==> src/inc/qei_pkg.sv <==
package qei_pkg;

   // register indices; byte address is four times the index
   localparam logic [7:0] IDX_CONTROL    = 8'h10;
   localparam logic [7:0] IDX_PIN_STATE  = 8'h11;
   localparam logic [7:0] IDX_POSITION   = 8'h14;
   localparam logic [7:0] IDX_LATCHED    = 8'h18;
   localparam logic [7:0] IDX_DIV_COUNT  = 8'h1c;
   localparam logic [7:0] IDX_DIV_LIMIT  = 8'h1d;
   localparam logic [7:0] IDX_DEV_LIMIT  = 8'h1e;
   localparam logic [7:0] IDX_IRQ_STATUS = 8'h20;
   localparam logic [7:0] IDX_IRQ_MASK   = 8'h21;
   localparam logic [7:0] IDX_RAMP_LATCH = 8'h40;
   localparam logic [7:0] IDX_RAMP_HELD  = 8'h50;

   // control field positions
   localparam int CTL_INDEX_POLARITY        = 0;
   localparam int CTL_CLEAR_ON_INDEX        = 1;
   localparam int CTL_LATCH_ON_INDEX        = 2;
   localparam int CTL_LATCH_NOW             = 3;
   localparam int CTL_LOAD_FROM_RAMP        = 4;
   localparam int CTL_LATCH_WITH_SNAPSHOT   = 5;
   localparam int CTL_COUNT_DIRECTION_SELECT = 6;

   // interrupt status / mask field positions
   localparam int IRQ_DEVIATION = 0;
   localparam int IRQ_INDEX     = 1;
   localparam int IRQ_LATCH     = 2;

   // widths
   localparam int CTL_W  = 7;
   localparam int POS_W  = 24;
   localparam int DIV_W  = 8;
   localparam int DEV_W  = 12;
   localparam int IRQ_W  = 3;
   localparam int ADDR_W = 10;

   // reset values
   localparam logic [CTL_W-1:0] CONTROL_RESET   = 7'h00;
   localparam logic [POS_W-1:0] POSITION_RESET  = 24'h000000;
   localparam logic [DIV_W-1:0] DIV_LIMIT_RESET = 8'h00;
   localparam logic [DEV_W-1:0] DEV_LIMIT_RESET = 12'h000;
   localparam logic [IRQ_W-1:0] IRQ_MASK_RESET  = 3'h0;

   // avalon-mm request from the master
   typedef struct packed {
      logic [ADDR_W-1:0] address;
      logic              read;
      logic              write;
      logic [31:0]       writedata;
      logic [3:0]        byteenable;
   } avl_req_t;

   // encoder pins; bit order equals the pin state register
   typedef struct packed {
      logic quad_phase_a;
      logic quad_phase_b;
      logic index_pulse;
   } enc_pins_t;

endpackage

==> src/quad_decoder.sv <==
`timescale 1ns/1ps
module quad_decoder (
   input  wire logic              core_clk,
   input  wire logic              rst,
   input  wire qei_pkg::enc_pins_t pins_raw,
   output qei_pkg::enc_pins_t      pins_level,
   output logic                    step_valid,
   output logic                    step_a_lead
);
   import qei_pkg::*;

   typedef struct packed {
      enc_pins_t s1;
      enc_pins_t s2;
      enc_pins_t s3;
      enc_pins_t level;
      logic      valid;
      logic      a_lead;
   } dec_state_t;

   dec_state_t state_reg;
   dec_state_t state_next;

   // three-stage sync, then accept a level once stages two and three agree
   always_comb begin
      logic [2:0] cand;
      logic [2:0] s2v;
      logic [2:0] s3v;
      cand = state_reg.level;
      s2v = state_reg.s2;
      s3v = state_reg.s3;
      state_next = state_reg;
      state_next.s1 = pins_raw;
      state_next.s2 = state_reg.s1;
      state_next.s3 = state_reg.s2;
      state_next.valid = 1'b0;
      for (int i = 0; i < 3; i++) begin
         if (s2v[i] == s3v[i]) begin
            cand[i] = s3v[i];
         end
      end
      // one phase moving is a step; both moving is a skipped state, not counted
      if ((cand[2] ^ state_reg.level.quad_phase_a) != (cand[1] ^ state_reg.level.quad_phase_b)) begin
         state_next.valid = 1'b1;
         state_next.a_lead = cand[2] ^ state_reg.level.quad_phase_b;
      end
      state_next.level = cand;
   end

   always_ff @(posedge core_clk or posedge rst) begin
      if (rst) begin
         state_reg <= '0;
      end else begin
         state_reg <= state_next;
      end
   end

   assign pins_level  = state_reg.level;
   assign step_valid  = state_reg.valid;
   assign step_a_lead = state_reg.a_lead;
endmodule

==> src/quadrature_encoder_interface.sv <==
`timescale 1ns/1ps
// Function
// - index input counts as active high with control bit 0 set, active low when clear.
// - with control bit 1 set, the next active index clears the position counter.
// - with control bit 2 set, the next active index copies the position into the latch.
// - writing control bit 3 as one latches the position at once and the bit self-clears.
// - writing control bit 4 as one loads the position from the ramp position, self-clearing.
// - with control bit 5 set, the position is latched with every ramp register-copy strobe.
// - control bit 6 picks direction: one means A leading B counts up, zero means B leading.
// - the pin state register reads index in bit 0, phase B in bit 1 and phase A in bit 2.
// - the 24-bit position counter is readable and writable by software.
// - the 24-bit latched position register is read-only and holds position snapshots.
// - an 8-bit readable, writable pre-divider counter counts encoder signal changes.
// - an 8-bit pre-divider limit sets the counter maximum, for ratios one to 256.
// - an interrupt is raised when abs(position - ramp position) exceeds a 12-bit limit; its status bit holds until cleared.
// - decoded position steps are also given out as a pulse with a direction output.
// - the register-copy strobe from the ramp latch write or a command snapshots ramp values.
module quadrature_encoder_interface (
   input  wire logic               core_clk,
   input  wire logic               rst,
   input  wire qei_pkg::avl_req_t  avl_req,
   output logic [31:0]             avl_readdata,
   output logic                    avl_waitrequest,
   input  wire qei_pkg::enc_pins_t enc_pins,
   input  wire logic [23:0]        ramp_position,
   input  wire logic               ramp_cmd_copy,
   output logic                    ramp_copy_strobe,
   output logic                    step_pulse,
   output logic                    step_dir,
   output logic                    deviation_exceeded,
   output logic                    irq
);
   import qei_pkg::*;

   typedef struct packed {
      logic [CTL_W-1:0] ctrl;
      logic [POS_W-1:0] position;
      logic [POS_W-1:0] latched_position_value;
      logic [DIV_W-1:0] div_count;
      logic [DIV_W-1:0] div_limit;
      logic [DEV_W-1:0] dev_limit;
      logic [POS_W-1:0] ramp_held;
      logic [IRQ_W-1:0] irq_status;
      logic [IRQ_W-1:0] irq_mask;
      logic             index_prev;
      logic             dev_over;
      logic             irq;
      logic             waitreq;
      logic [31:0]      rdata;
      logic             step_pulse;
      logic             step_dir;
      logic             copy_strobe;
   } qei_state_t;

   qei_state_t state_reg;
   qei_state_t state_next;

   enc_pins_t  pins_level;
   logic       step_valid;
   logic       step_a_lead;

   // pin synchroniser and quadrature decode
   quad_decoder u_decoder (
      .core_clk    (core_clk),
      .rst         (rst),
      .pins_raw    (enc_pins),
      .pins_level  (pins_level),
      .step_valid  (step_valid),
      .step_a_lead (step_a_lead)
   );

   // merge written bytes over the old word
   function automatic logic [31:0] be_merge(input logic [31:0] old_w,
                                            input logic [31:0] new_w,
                                            input logic [3:0]  be);
      logic [31:0] res;
      res = old_w;
      for (int b = 0; b < 4; b++) begin
         if (be[b]) begin
            res[8*b +: 8] = new_w[8*b +: 8];
         end
      end
      return res;
   endfunction

   // bus decode
   logic [7:0]  reg_idx;
   logic        wr_go;
   logic [31:0] wmerge;
   logic [31:0] rd_mux;

   assign reg_idx = avl_req.address[ADDR_W-1:2];
   // a write lands on the edge where the master sees waitrequest low
   assign wr_go   = avl_req.write && !state_reg.waitreq;

   // read data selection; unmapped indices read zero
   // the ramp latch address is write-only and reads zero too
   always_comb begin
      rd_mux = 32'h0000_0000;
      case (reg_idx)
         IDX_CONTROL:    rd_mux = {25'h0, state_reg.ctrl};
         IDX_PIN_STATE:  rd_mux = {29'h0, pins_level};
         IDX_POSITION:   rd_mux = {8'h00, state_reg.position};
         IDX_LATCHED:    rd_mux = {8'h00, state_reg.latched_position_value};
         IDX_DIV_COUNT:  rd_mux = {24'h0, state_reg.div_count};
         IDX_DIV_LIMIT:  rd_mux = {24'h0, state_reg.div_limit};
         IDX_DEV_LIMIT:  rd_mux = {20'h0, state_reg.dev_limit};
         IDX_IRQ_STATUS: rd_mux = {29'h0, state_reg.irq_status};
         IDX_IRQ_MASK:   rd_mux = {29'h0, state_reg.irq_mask};
         IDX_RAMP_HELD:  rd_mux = {8'h00, state_reg.ramp_held};
         default:        rd_mux = 32'h0000_0000;
      endcase
   end

   // per-register byte merge for software writes
   always_comb begin
      wmerge = 32'h0000_0000;
      case (reg_idx)
         IDX_CONTROL:   wmerge = be_merge({25'h0, state_reg.ctrl},
                                          avl_req.writedata, avl_req.byteenable);
         IDX_POSITION:  wmerge = be_merge({8'h00, state_reg.position},
                                          avl_req.writedata, avl_req.byteenable);
         IDX_DIV_COUNT: wmerge = be_merge({24'h0, state_reg.div_count},
                                          avl_req.writedata, avl_req.byteenable);
         IDX_DIV_LIMIT: wmerge = be_merge({24'h0, state_reg.div_limit},
                                          avl_req.writedata, avl_req.byteenable);
         IDX_DEV_LIMIT: wmerge = be_merge({20'h0, state_reg.dev_limit},
                                          avl_req.writedata, avl_req.byteenable);
         IDX_IRQ_MASK:  wmerge = be_merge({29'h0, state_reg.irq_mask},
                                          avl_req.writedata, avl_req.byteenable);
         default:       wmerge = avl_req.writedata & {{8{avl_req.byteenable[3]}},
                                                      {8{avl_req.byteenable[2]}},
                                                      {8{avl_req.byteenable[1]}},
                                                      {8{avl_req.byteenable[0]}}};
      endcase
   end

   // index edge: active level depends on the polarity bit
   // a polarity write with the pin already at the new active level is an edge too
   logic index_active;
   logic index_edge;

   assign index_active = (pins_level.index_pulse == state_reg.ctrl[CTL_INDEX_POLARITY]);
   assign index_edge   = index_active && !state_reg.index_prev;

   // one write strobe per register, each tied to a completed transfer
   logic wr_ctrl;
   logic wr_pos;
   logic wr_div_cnt;
   logic wr_div_lim;
   logic wr_dev_lim;
   logic wr_mask;
   logic wr_status;
   logic latch_now;
   logic load_from_ramp_position;
   logic copy_now;

   assign wr_ctrl    = wr_go && (reg_idx == IDX_CONTROL);
   assign wr_pos     = wr_go && (reg_idx == IDX_POSITION);
   assign wr_div_cnt = wr_go && (reg_idx == IDX_DIV_COUNT);
   assign wr_div_lim = wr_go && (reg_idx == IDX_DIV_LIMIT);
   assign wr_dev_lim = wr_go && (reg_idx == IDX_DEV_LIMIT);
   assign wr_mask    = wr_go && (reg_idx == IDX_IRQ_MASK);
   assign wr_status  = wr_go && (reg_idx == IDX_IRQ_STATUS);

   // one-shot commands from a control write
   assign latch_now = wr_ctrl && wmerge[CTL_LATCH_NOW];
   assign load_from_ramp_position = wr_ctrl && wmerge[CTL_LOAD_FROM_RAMP];
   // copy strobe from the latch address write or a command with the copy flag
   assign copy_now = ramp_cmd_copy || (wr_go && (reg_idx == IDX_RAMP_LATCH));

   // pre-divider wrap and count direction
   // limit 0 wraps on every step, 255 on every 256th
   logic div_wrap;
   logic count_up;

   assign div_wrap = step_valid && (state_reg.div_count >= state_reg.div_limit);
   // a_lead matches select bit: up; otherwise down
   assign count_up = (step_a_lead == state_reg.ctrl[CTL_COUNT_DIRECTION_SELECT]);

   // deviation between encoder and ramp position; both wrap at 24 bits,
   // so the wrapped difference is a signed distance with bit 23 as sign
   logic [POS_W-1:0] diff_full;
   logic [POS_W-1:0] diff_abs;
   logic             dev_over;

   assign diff_full = state_reg.position - ramp_position;

   // magnitude of the signed distance
   always_comb begin
      if (diff_full[POS_W-1]) begin
         diff_abs = POS_W'(0) - diff_full;
      end else begin
         diff_abs = diff_full;
      end
   end

   // a distance equal to the limit is still in bounds
   assign dev_over  = (diff_abs > {12'h000, state_reg.dev_limit});

   // main next-state logic
   always_comb begin
      logic latch_evt;
      logic index_hit;
      latch_evt = 1'b0;
      index_hit = 1'b0;
      state_next = state_reg;
      state_next.index_prev  = index_active;
      state_next.step_pulse  = 1'b0;
      state_next.copy_strobe = copy_now;
      state_next.dev_over    = dev_over;

      // bus handshake: waitrequest drops for one cycle after a request
      // read data is taken with the request and holds until the next request, read or write
      if ((avl_req.read || avl_req.write) && state_reg.waitreq) begin
         state_next.waitreq = 1'b0;
         state_next.rdata   = rd_mux;
      end else begin
         state_next.waitreq = 1'b1;
      end

      // quadrature steps through the pre-divider
      if (step_valid) begin
         if (div_wrap) begin
            state_next.div_count = 8'h00;
            state_next.position = count_up ? state_reg.position + 24'h000001
                                            : state_reg.position - 24'h000001;
            state_next.step_pulse = 1'b1;
            state_next.step_dir   = count_up;
         end else begin
            state_next.div_count = state_reg.div_count + 8'h01;
         end
      end

      // index events; each armed function fires once and disarms
      if (index_edge) begin
         index_hit = 1'b1;
         if (state_reg.ctrl[CTL_CLEAR_ON_INDEX]) begin
            state_next.position = POSITION_RESET;
            state_next.ctrl[CTL_CLEAR_ON_INDEX] = 1'b0;
         end
         if (state_reg.ctrl[CTL_LATCH_ON_INDEX]) begin
            latch_evt = 1'b1;
            state_next.ctrl[CTL_LATCH_ON_INDEX] = 1'b0;
         end
      end

      // ramp snapshot strobe
      if (copy_now) begin
         state_next.ramp_held = ramp_position;
         if (state_reg.ctrl[CTL_LATCH_WITH_SNAPSHOT]) begin
            latch_evt = 1'b1;
         end
      end

      // software writes; they win over the counting logic above
      if (wr_ctrl) begin
         state_next.ctrl = wmerge[CTL_W-1:0];
         // both one-shot bits never stay stored, so they read back zero
         state_next.ctrl[CTL_LATCH_NOW] = 1'b0;
         state_next.ctrl[CTL_LOAD_FROM_RAMP] = 1'b0;
      end
      if (latch_now) begin
         latch_evt = 1'b1;
      end

      // position: a ramp load overrides a same-cycle software write
      if (wr_pos) begin
         state_next.position = wmerge[POS_W-1:0];
      end
      if (load_from_ramp_position) begin
         state_next.position = ramp_position;
      end

      // a count write beats a same-cycle divider step
      if (wr_div_cnt) begin
         state_next.div_count = wmerge[DIV_W-1:0];
      end
      if (wr_div_lim) begin
         state_next.div_limit = wmerge[DIV_W-1:0];
      end

      // limits and mask act from the next cycle on
      if (wr_dev_lim) begin
         state_next.dev_limit = wmerge[DEV_W-1:0];
      end
      if (wr_mask) begin
         state_next.irq_mask = wmerge[IRQ_W-1:0];
      end

      // latch takes the counter value before this cycle's update
      if (latch_evt) begin
         state_next.latched_position_value = state_reg.position;
      end

      // sticky status: write one clears, a same-cycle event wins
      if (wr_status) begin
         state_next.irq_status = state_reg.irq_status & ~wmerge[IRQ_W-1:0];
      end
      if (dev_over) begin
         state_next.irq_status[IRQ_DEVIATION] = 1'b1;
      end
      if (index_hit) begin
         state_next.irq_status[IRQ_INDEX] = 1'b1;
      end
      if (latch_evt) begin
         state_next.irq_status[IRQ_LATCH] = 1'b1;
      end

      // level interrupt, one cycle behind the status bits
      state_next.irq = |(state_reg.irq_status & state_reg.irq_mask);
   end

   // state register; waitrequest rests high so no answer is given unasked
   always_ff @(posedge core_clk or posedge rst) begin
      if (rst) begin
         state_reg <= '0;
         state_reg.ctrl <= CONTROL_RESET;
         state_reg.position <= POSITION_RESET;
         state_reg.div_limit <= DIV_LIMIT_RESET;
         state_reg.dev_limit <= DEV_LIMIT_RESET;
         state_reg.irq_mask <= IRQ_MASK_RESET;
         state_reg.waitreq <= 1'b1;
         state_reg.index_prev <= 1'b1; // an index already active at reset is no edge
      end else begin
         state_reg <= state_next;
      end
   end

   // outputs straight from the state register
   assign avl_readdata       = state_reg.rdata;
   assign avl_waitrequest    = state_reg.waitreq;

   // motion side outputs
   assign ramp_copy_strobe   = state_reg.copy_strobe;
   assign step_pulse         = state_reg.step_pulse;
   assign step_dir           = state_reg.step_dir;
   assign deviation_exceeded = state_reg.dev_over;
   assign irq                = state_reg.irq;
endmodule

==> config.mk <==
export PLATFORM = sky130hd
export DESIGN_NAME = quadrature_encoder_interface
export DESIGN_NICKNAME = d
export VERILOG_FILES = /design/src/inc/qei_pkg.sv /design/src/quad_decoder.sv /design/src/quadrature_encoder_interface.sv
export SDC_FILE = /design/constraint.sdc
export NUM_CORES = 1
export LEC_CHECK = 0
export ABC_AREA = 0
export BUFFER_PORTS_ARGS = -buffer_cell sky130_fd_sc_hd__buf_4
export CAP_MARGIN = 20
export CORE_AREA = 5 5 143 145
export DETAILED_ROUTE_END_ITERATION = 7
export DIE_AREA = 0 0 148 150
export GPL_ROUTABILITY_DRIVEN = 0
export PLACE_DENSITY = 0.77
export SLEW_MARGIN = 20
export SYNTH_ARGS = -nofsm -noshare
export SYNTH_HDL_FRONTEND = slang
export SYNTH_SLANG_ARGS = --single-unit
==> constraint.sdc <==
create_clock -name core_clk -period 6.29 [get_ports core_clk]
set_input_delay 0.3145 -clock core_clk [delete_from_list [all_inputs] [get_ports core_clk]]
set_output_delay 0.3145 -clock core_clk [all_outputs]
set_load 0.03 [all_outputs]
; ---- Word level (Yosys, flattened, before mapping)
; Index checks and enable logic that the tools add are counted.
[op_classes]
add_sub_neg = 5
order_cmp = 2
n_eq_ne = 19
n_mux = 42
n_bitwise = 7
n_reduce_logical = 25
[op_table]
columns = operator, count
row1 = $pmux 24 s10, 1
row2 = $mux 24, 8
row3 = $pmux 24 s6, 1
row4 = $mux 8, 14
row5 = $eq 8x5->1 const B, 7
row6 = $add 24x1->24 const B, 1
row7 = $and 24x24->24, 1
row8 = $gt 24x12->1, 1
row9 = $sub 1x24->24 const A, 1
row10 = $sub 24x1->24 const B, 1
row11 = $sub 24x24->24, 1
row12 = $eq 8x6->1 const B, 2
row13 = $eq 8x7->1 const B, 2
row14 = $logic_and 1x1->1, 14
row15 = $mux 1, 12
row16 = $reduce_bool 2->1, 5
row17 = $add 8x1->8 const B, 1
row18 = $ge 8x8->1, 1
row19 = $mux 2, 4
row20 = $ne 4x4->1 const B, 2
row21 = $and 3x3->3, 2
row22 = $mux 3, 2
row23 = $eq 1x1->1, 5
row24 = $not 3->3, 1
row25 = other kinds (6), 10
[totals]
reg_bits = 164
output_inout_bits = 38
word_cells = 136

; ---- Depth between registers and ports, before layout
[logic_depth]
ltp_word = 8
mapped_depth = 23
ltp_nobuf = 20

; ---- By module
; A second synthesis with hierarchy kept.
[hier_totals]
cells_unflattened = 1226
area_unflattened_um2 = 10836.6
[by_module_without_submodules]
columns = mod, instances, cells_each, area_each_um2, seq_area_each_um2
row1 = quadrature_encoder_interface, 1, 1194, 10367.4, 3555.9
row2 = quad_decoder, 1, 32, 469.2, 350.3

; ---- Worst setup path after synthesis
; OpenSTA, ideal clock, no wires.
[synth_path]
path_type = reg2reg
from = reg state_reg[130] (netlist name)
to = reg state_reg[42] (netlist name)
t_arrival_ns = 4.244
t_required_ns = 6.150
path_slack_ns = 1.906
path_stages_with_launch = 22
cell_sequence = dfrtp_1 -> ha_1 -> buf_4 -> a21o_1 -> o31ai_2 -> a21oi_1 -> o311a_1 -> a311oi_1 -> buf_4 -> buf_6 -> nand2_1 -> xnor2_1 -> ha_1 -> a21o_1 -> a21o_1 -> a21oi_1 -> o21ai_0 -> a221oi_1 -> o22ai_1 -> a21o_2 -> nor3b_1 -> nand4_1
[synth_via]
elab_chain_cells = 5
elab_cells_between_ends = 6
cone_classes = add/sub (2) / order compare (1) / mux (2) / reduce/logical (1)
[synth_lines]
columns = element, line_no
row1 = "start, declared", quadrature_encoder_interface.sv:55  ; qei_state_t state_reg;
row2 = "start signal, assigned", quadrature_encoder_interface.sv:326  ; state_reg <= state_next;
row3 = $sub 24x24->24 *, quadrature_encoder_interface.sv:187  ; assign diff_full = state_reg.position - ramp_position;
row4 = $sub 1x24->24, quadrature_encoder_interface.sv:192  ; diff_abs = POS_W'(0) - diff_full;
row5 = $mux 24 *, quadrature_encoder_interface.sv:191  ; if (diff_full[POS_W-1]) begin
row6 = $gt 24x12->1 *, quadrature_encoder_interface.sv:199  ; assign dev_over = (diff_abs > {12'h000, state_reg.dev_limit});
row7 = $mux 1 or $reduce_bool 2->1 (tied branches), --
; Mark *: on every way between the ends. The rest lies on a longest branch, timed or not.
; A chain may end at the register's enable or synchronous reset.

; ---- Worst setup path after layout
[layout_path]
from = reg state_reg[125] (netlist name)
to = reg state_reg[42] (netlist name)
; Same word-level chain as after synthesis.

==> flow_summary.yaml <==
status:
  status: "finished clean"
sta:
  tns_ps: 0
  finalSetupViolations: 0
  hold_viol: 0
  fin_crit_sh: 0.790
  clock_skew_ps: 11.0
  fmaxAchievable_ghz: 0.201
  layout_min_cycle_time_ps: 4970
  drv_slew: 0
  tightest_slew_ps: 1150
  max_slew_margin: 0.235
  rsz0062_at_grt: "no"
logic_synthesis:
  synth_cells: 1272
  ys_seq_elements: 156
  synthArstFlopShare: 1.00
  ys_types: 99
  yosys_warnings: 0
  synth_edf_count: 0
  synth_area_mm2: 0.0112
  synth_seq_area_share: 0.349
  ys.flop_type: "dfrtp_1"
  synth.avg_cell_area_um2: 8.80
global_route:
  grt_first_pass_wirelength_um: 51400
  antenna_found_initial: 0
  gr-total-overflow: 0
  grt_util_all_layers: 0.294
  grt_max_degree: 86
  first_global_vias: 9698
clock_tree:
  clkLatencyLatePin_ps: 440
  cts_sinks: 156
  tritoncts.num_buffers: 17
  cts_tree: "built"
  post_cts_buffers: 0
  htree_levels: 4
  clk_pin_slew_ps: 60
  clockRootBuffer: "clkbuf_16"
  clockBufferDepth: 2
placement:
  place_area_mm2: 0.0119
  dp_hpwl_um: 24000
  port_buffers: 96
cells_and_area:
  nFillCells: 1578
  largest_reg_flops: 112
  layout_common_cells: "dfrtp_1, nand2_1, o21ai_0"
  area_growth_pct: 12.6
  final_util: 0.661
  multiInputGateArea_mm2: 0.00663
  drive_gt1_frac: 0.173
  antenna_cells: 0
  fin_nets: 1476
  layout_commonest_cell: "dfrtp_1"
  seq_area_mm2: 0.00391
  design_area_mm2: 0.0126
floorplanning:
  start_util: 0.587
  row_count: 51
  die_x_um: 148
  core_mm2: 0.0191
  io_pins: 116
  dieArea_mm2: 0.0222
  die_h_um: 150
route:
  antenna_left: 0
  met2WireLength_um: 14500
  vias_per_cell: 6.48
  wirelength_um: 32300
  wl_met3_um: 3020
  wl_per_cell_um: 20.4
  first_iter_violations: 1124
  highest_layer: "met4"
  wl_met1_um: 13800
  drt-pass1-iter-count: 6
  drc: 0
  routed-via-count: 10231
power_and_ir_drop:
  power.density_mw_per_mm2: 472
  p_leak_uw: 0.00579
  ir_drop_uv: 328
  fin_total_pwr_uw: 5950
setup_path:
  startpoint_type: "register"
  slowest_stage: "dfrtp_1"
  path_cells: "ha_1 > a21oi_1 > nand2b_1 > o2111a_1 > o311a_1 > a311oi_2 > buf_4 > nand2_1 > xnor2_1 > ha_1 > a21o_1 > a21o_1 > a21oi_1 > o21ai_0 > a221oi_1 > o22ai_1 > a21o_2 > nor3b_1 > nand4_1"
  crit_family: "compound AO/OA/AOI/OAI gates"
  crit_buf_inv: 1
  critical_path_arrival_ps: 5250
  crit_path_end_kind: "register"
  required_ps: 6570
  worst-path-stages: 19
  ff2ff_path_depth: 19
  crit_fanout: 21
  critPathMaxStageDelay_ps: 470
  critical_path_class: "register to register"
  worst-r2r-setup-slack_ps: 1320
min_path:
  min_path_type: "input pin to async pin"
flow_run:
  cap_viol_max_count: 0
==> stage by stage <==
step	std cells	hold slack [ps]	setup slack [ps]
after floorplan	1279	331	1770
after global placement	1545	333	1430
after detailed placement	1545	337	1420
after CTS	1580	57.2	1410
after global routing	1580	97.2	1010
final	1580	30.6	1320
==> final timing paths <==
path,startpoint,endpoint
worst max-delay path,state_reg[125],state_reg[42]
worst min-delay path,rst,avl_readdata[14]
worst max register to register,state_reg[125],state_reg[42]
worst min register to register,u_decoder.state_next[8],u_decoder.state_next[5]
max in group asynchronous,rst,state_reg[74]
min in group core_clk,ramp_position[3],state_reg[124]
==> cell usage after synthesis, types with 5 or more instances <==
master	n	area [um^2]
nor2_1	71	267
a222oi_1	15	150
o22ai_1	8	50.1
dfrtp_1	154	3850
a31oi_1	5	31.3
buf_4	36	270
o21ai_0	137	686
o21a_1	8	60.1
o31ai_1	5	37.5
nand3_1	26	130
nor3_1	17	85.1
xnor2_1	26	228
and2_1	13	81.3
mux2_2	46	518
mux2i_1	14	140
nand2_1	143	537
a211oi_1	8	60.1
inv_1	74	278
ha_1	67	838
a22oi_1	33	248
o211ai_1	7	52.6
a21oi_1	68	340
buf_1	5	18.8
and3_1	18	113
clkbuf_1	34	128
nor2b_1	20	125
nand4_1	6	37.5
a22o_1	5	43.8
a21o_1	30	225
a221oi_1	20	175
o311ai_0	5	43.8
xor2_1	18	158
nand2b_1	19	119
==> power by group <==
| group | total [uW] | switching (uW) | internal [uW] |
|---|---|---|---|
| clock | 1120 | 432 | 690 |
| combinational | 3420 | 1960 | 1470 |
| sequential | 1400 | 240 | 1160 |
==> routing by layer <==
| layer | global-route usage | vias up |
|---|---|---|
| met5 | 0 | - |
| met4 | 0.110 | 0 |
| li1 | - | 4733 |
| met1 | 0.415 | 4918 |
| met2 | 0.454 | 500 |
| met3 | 0.0515 | 80 |
==> area by class of cell <==
| class | count | area share |
|---|---|---|
| inverters | 74 | 0.0224 |
| multi-input cells | 968 | 0.526 |
| clock buffers | 20 | 0.0362 |
| well taps | 238 | 0.0236 |
| repair buffers | 112 | 0.0673 |
| clock inverters | 12 | 0.0147 |
| flip-flops and latches | 156 | 0.310 |
==> repair_timing <==
action	in CTS	in global routing
endpoints found under the hold margin	3	0
resized for setup	0	0
setup endpoints to repair	0	0
hold buffers	3	0
==> cell families (layout without fill, tap and decap cells) <==
| kind of cell | Yosys count | after routing | share of synthesized area |
|---|---|---|---|
| AO/OA/AOI/OAI | 415 | 415 | 0.248 |
| XOR/XNOR | 44 | 44 | 0.0344 |
| adder cells (fa/ha/maj) | 70 | 70 | 0.0793 |
| buffers and inverters | 155 | 218 | 0.0658 |
| flip-flops | 156 | 156 | 0.349 |
| multiplexers | 60 | 60 | 0.0588 |
| other | 1 | 8 | 0.000335 |
| AND/OR/NAND/NOR | 371 | 371 | 0.164 |
Note: power is estimated with default switching activity, not from simulation.
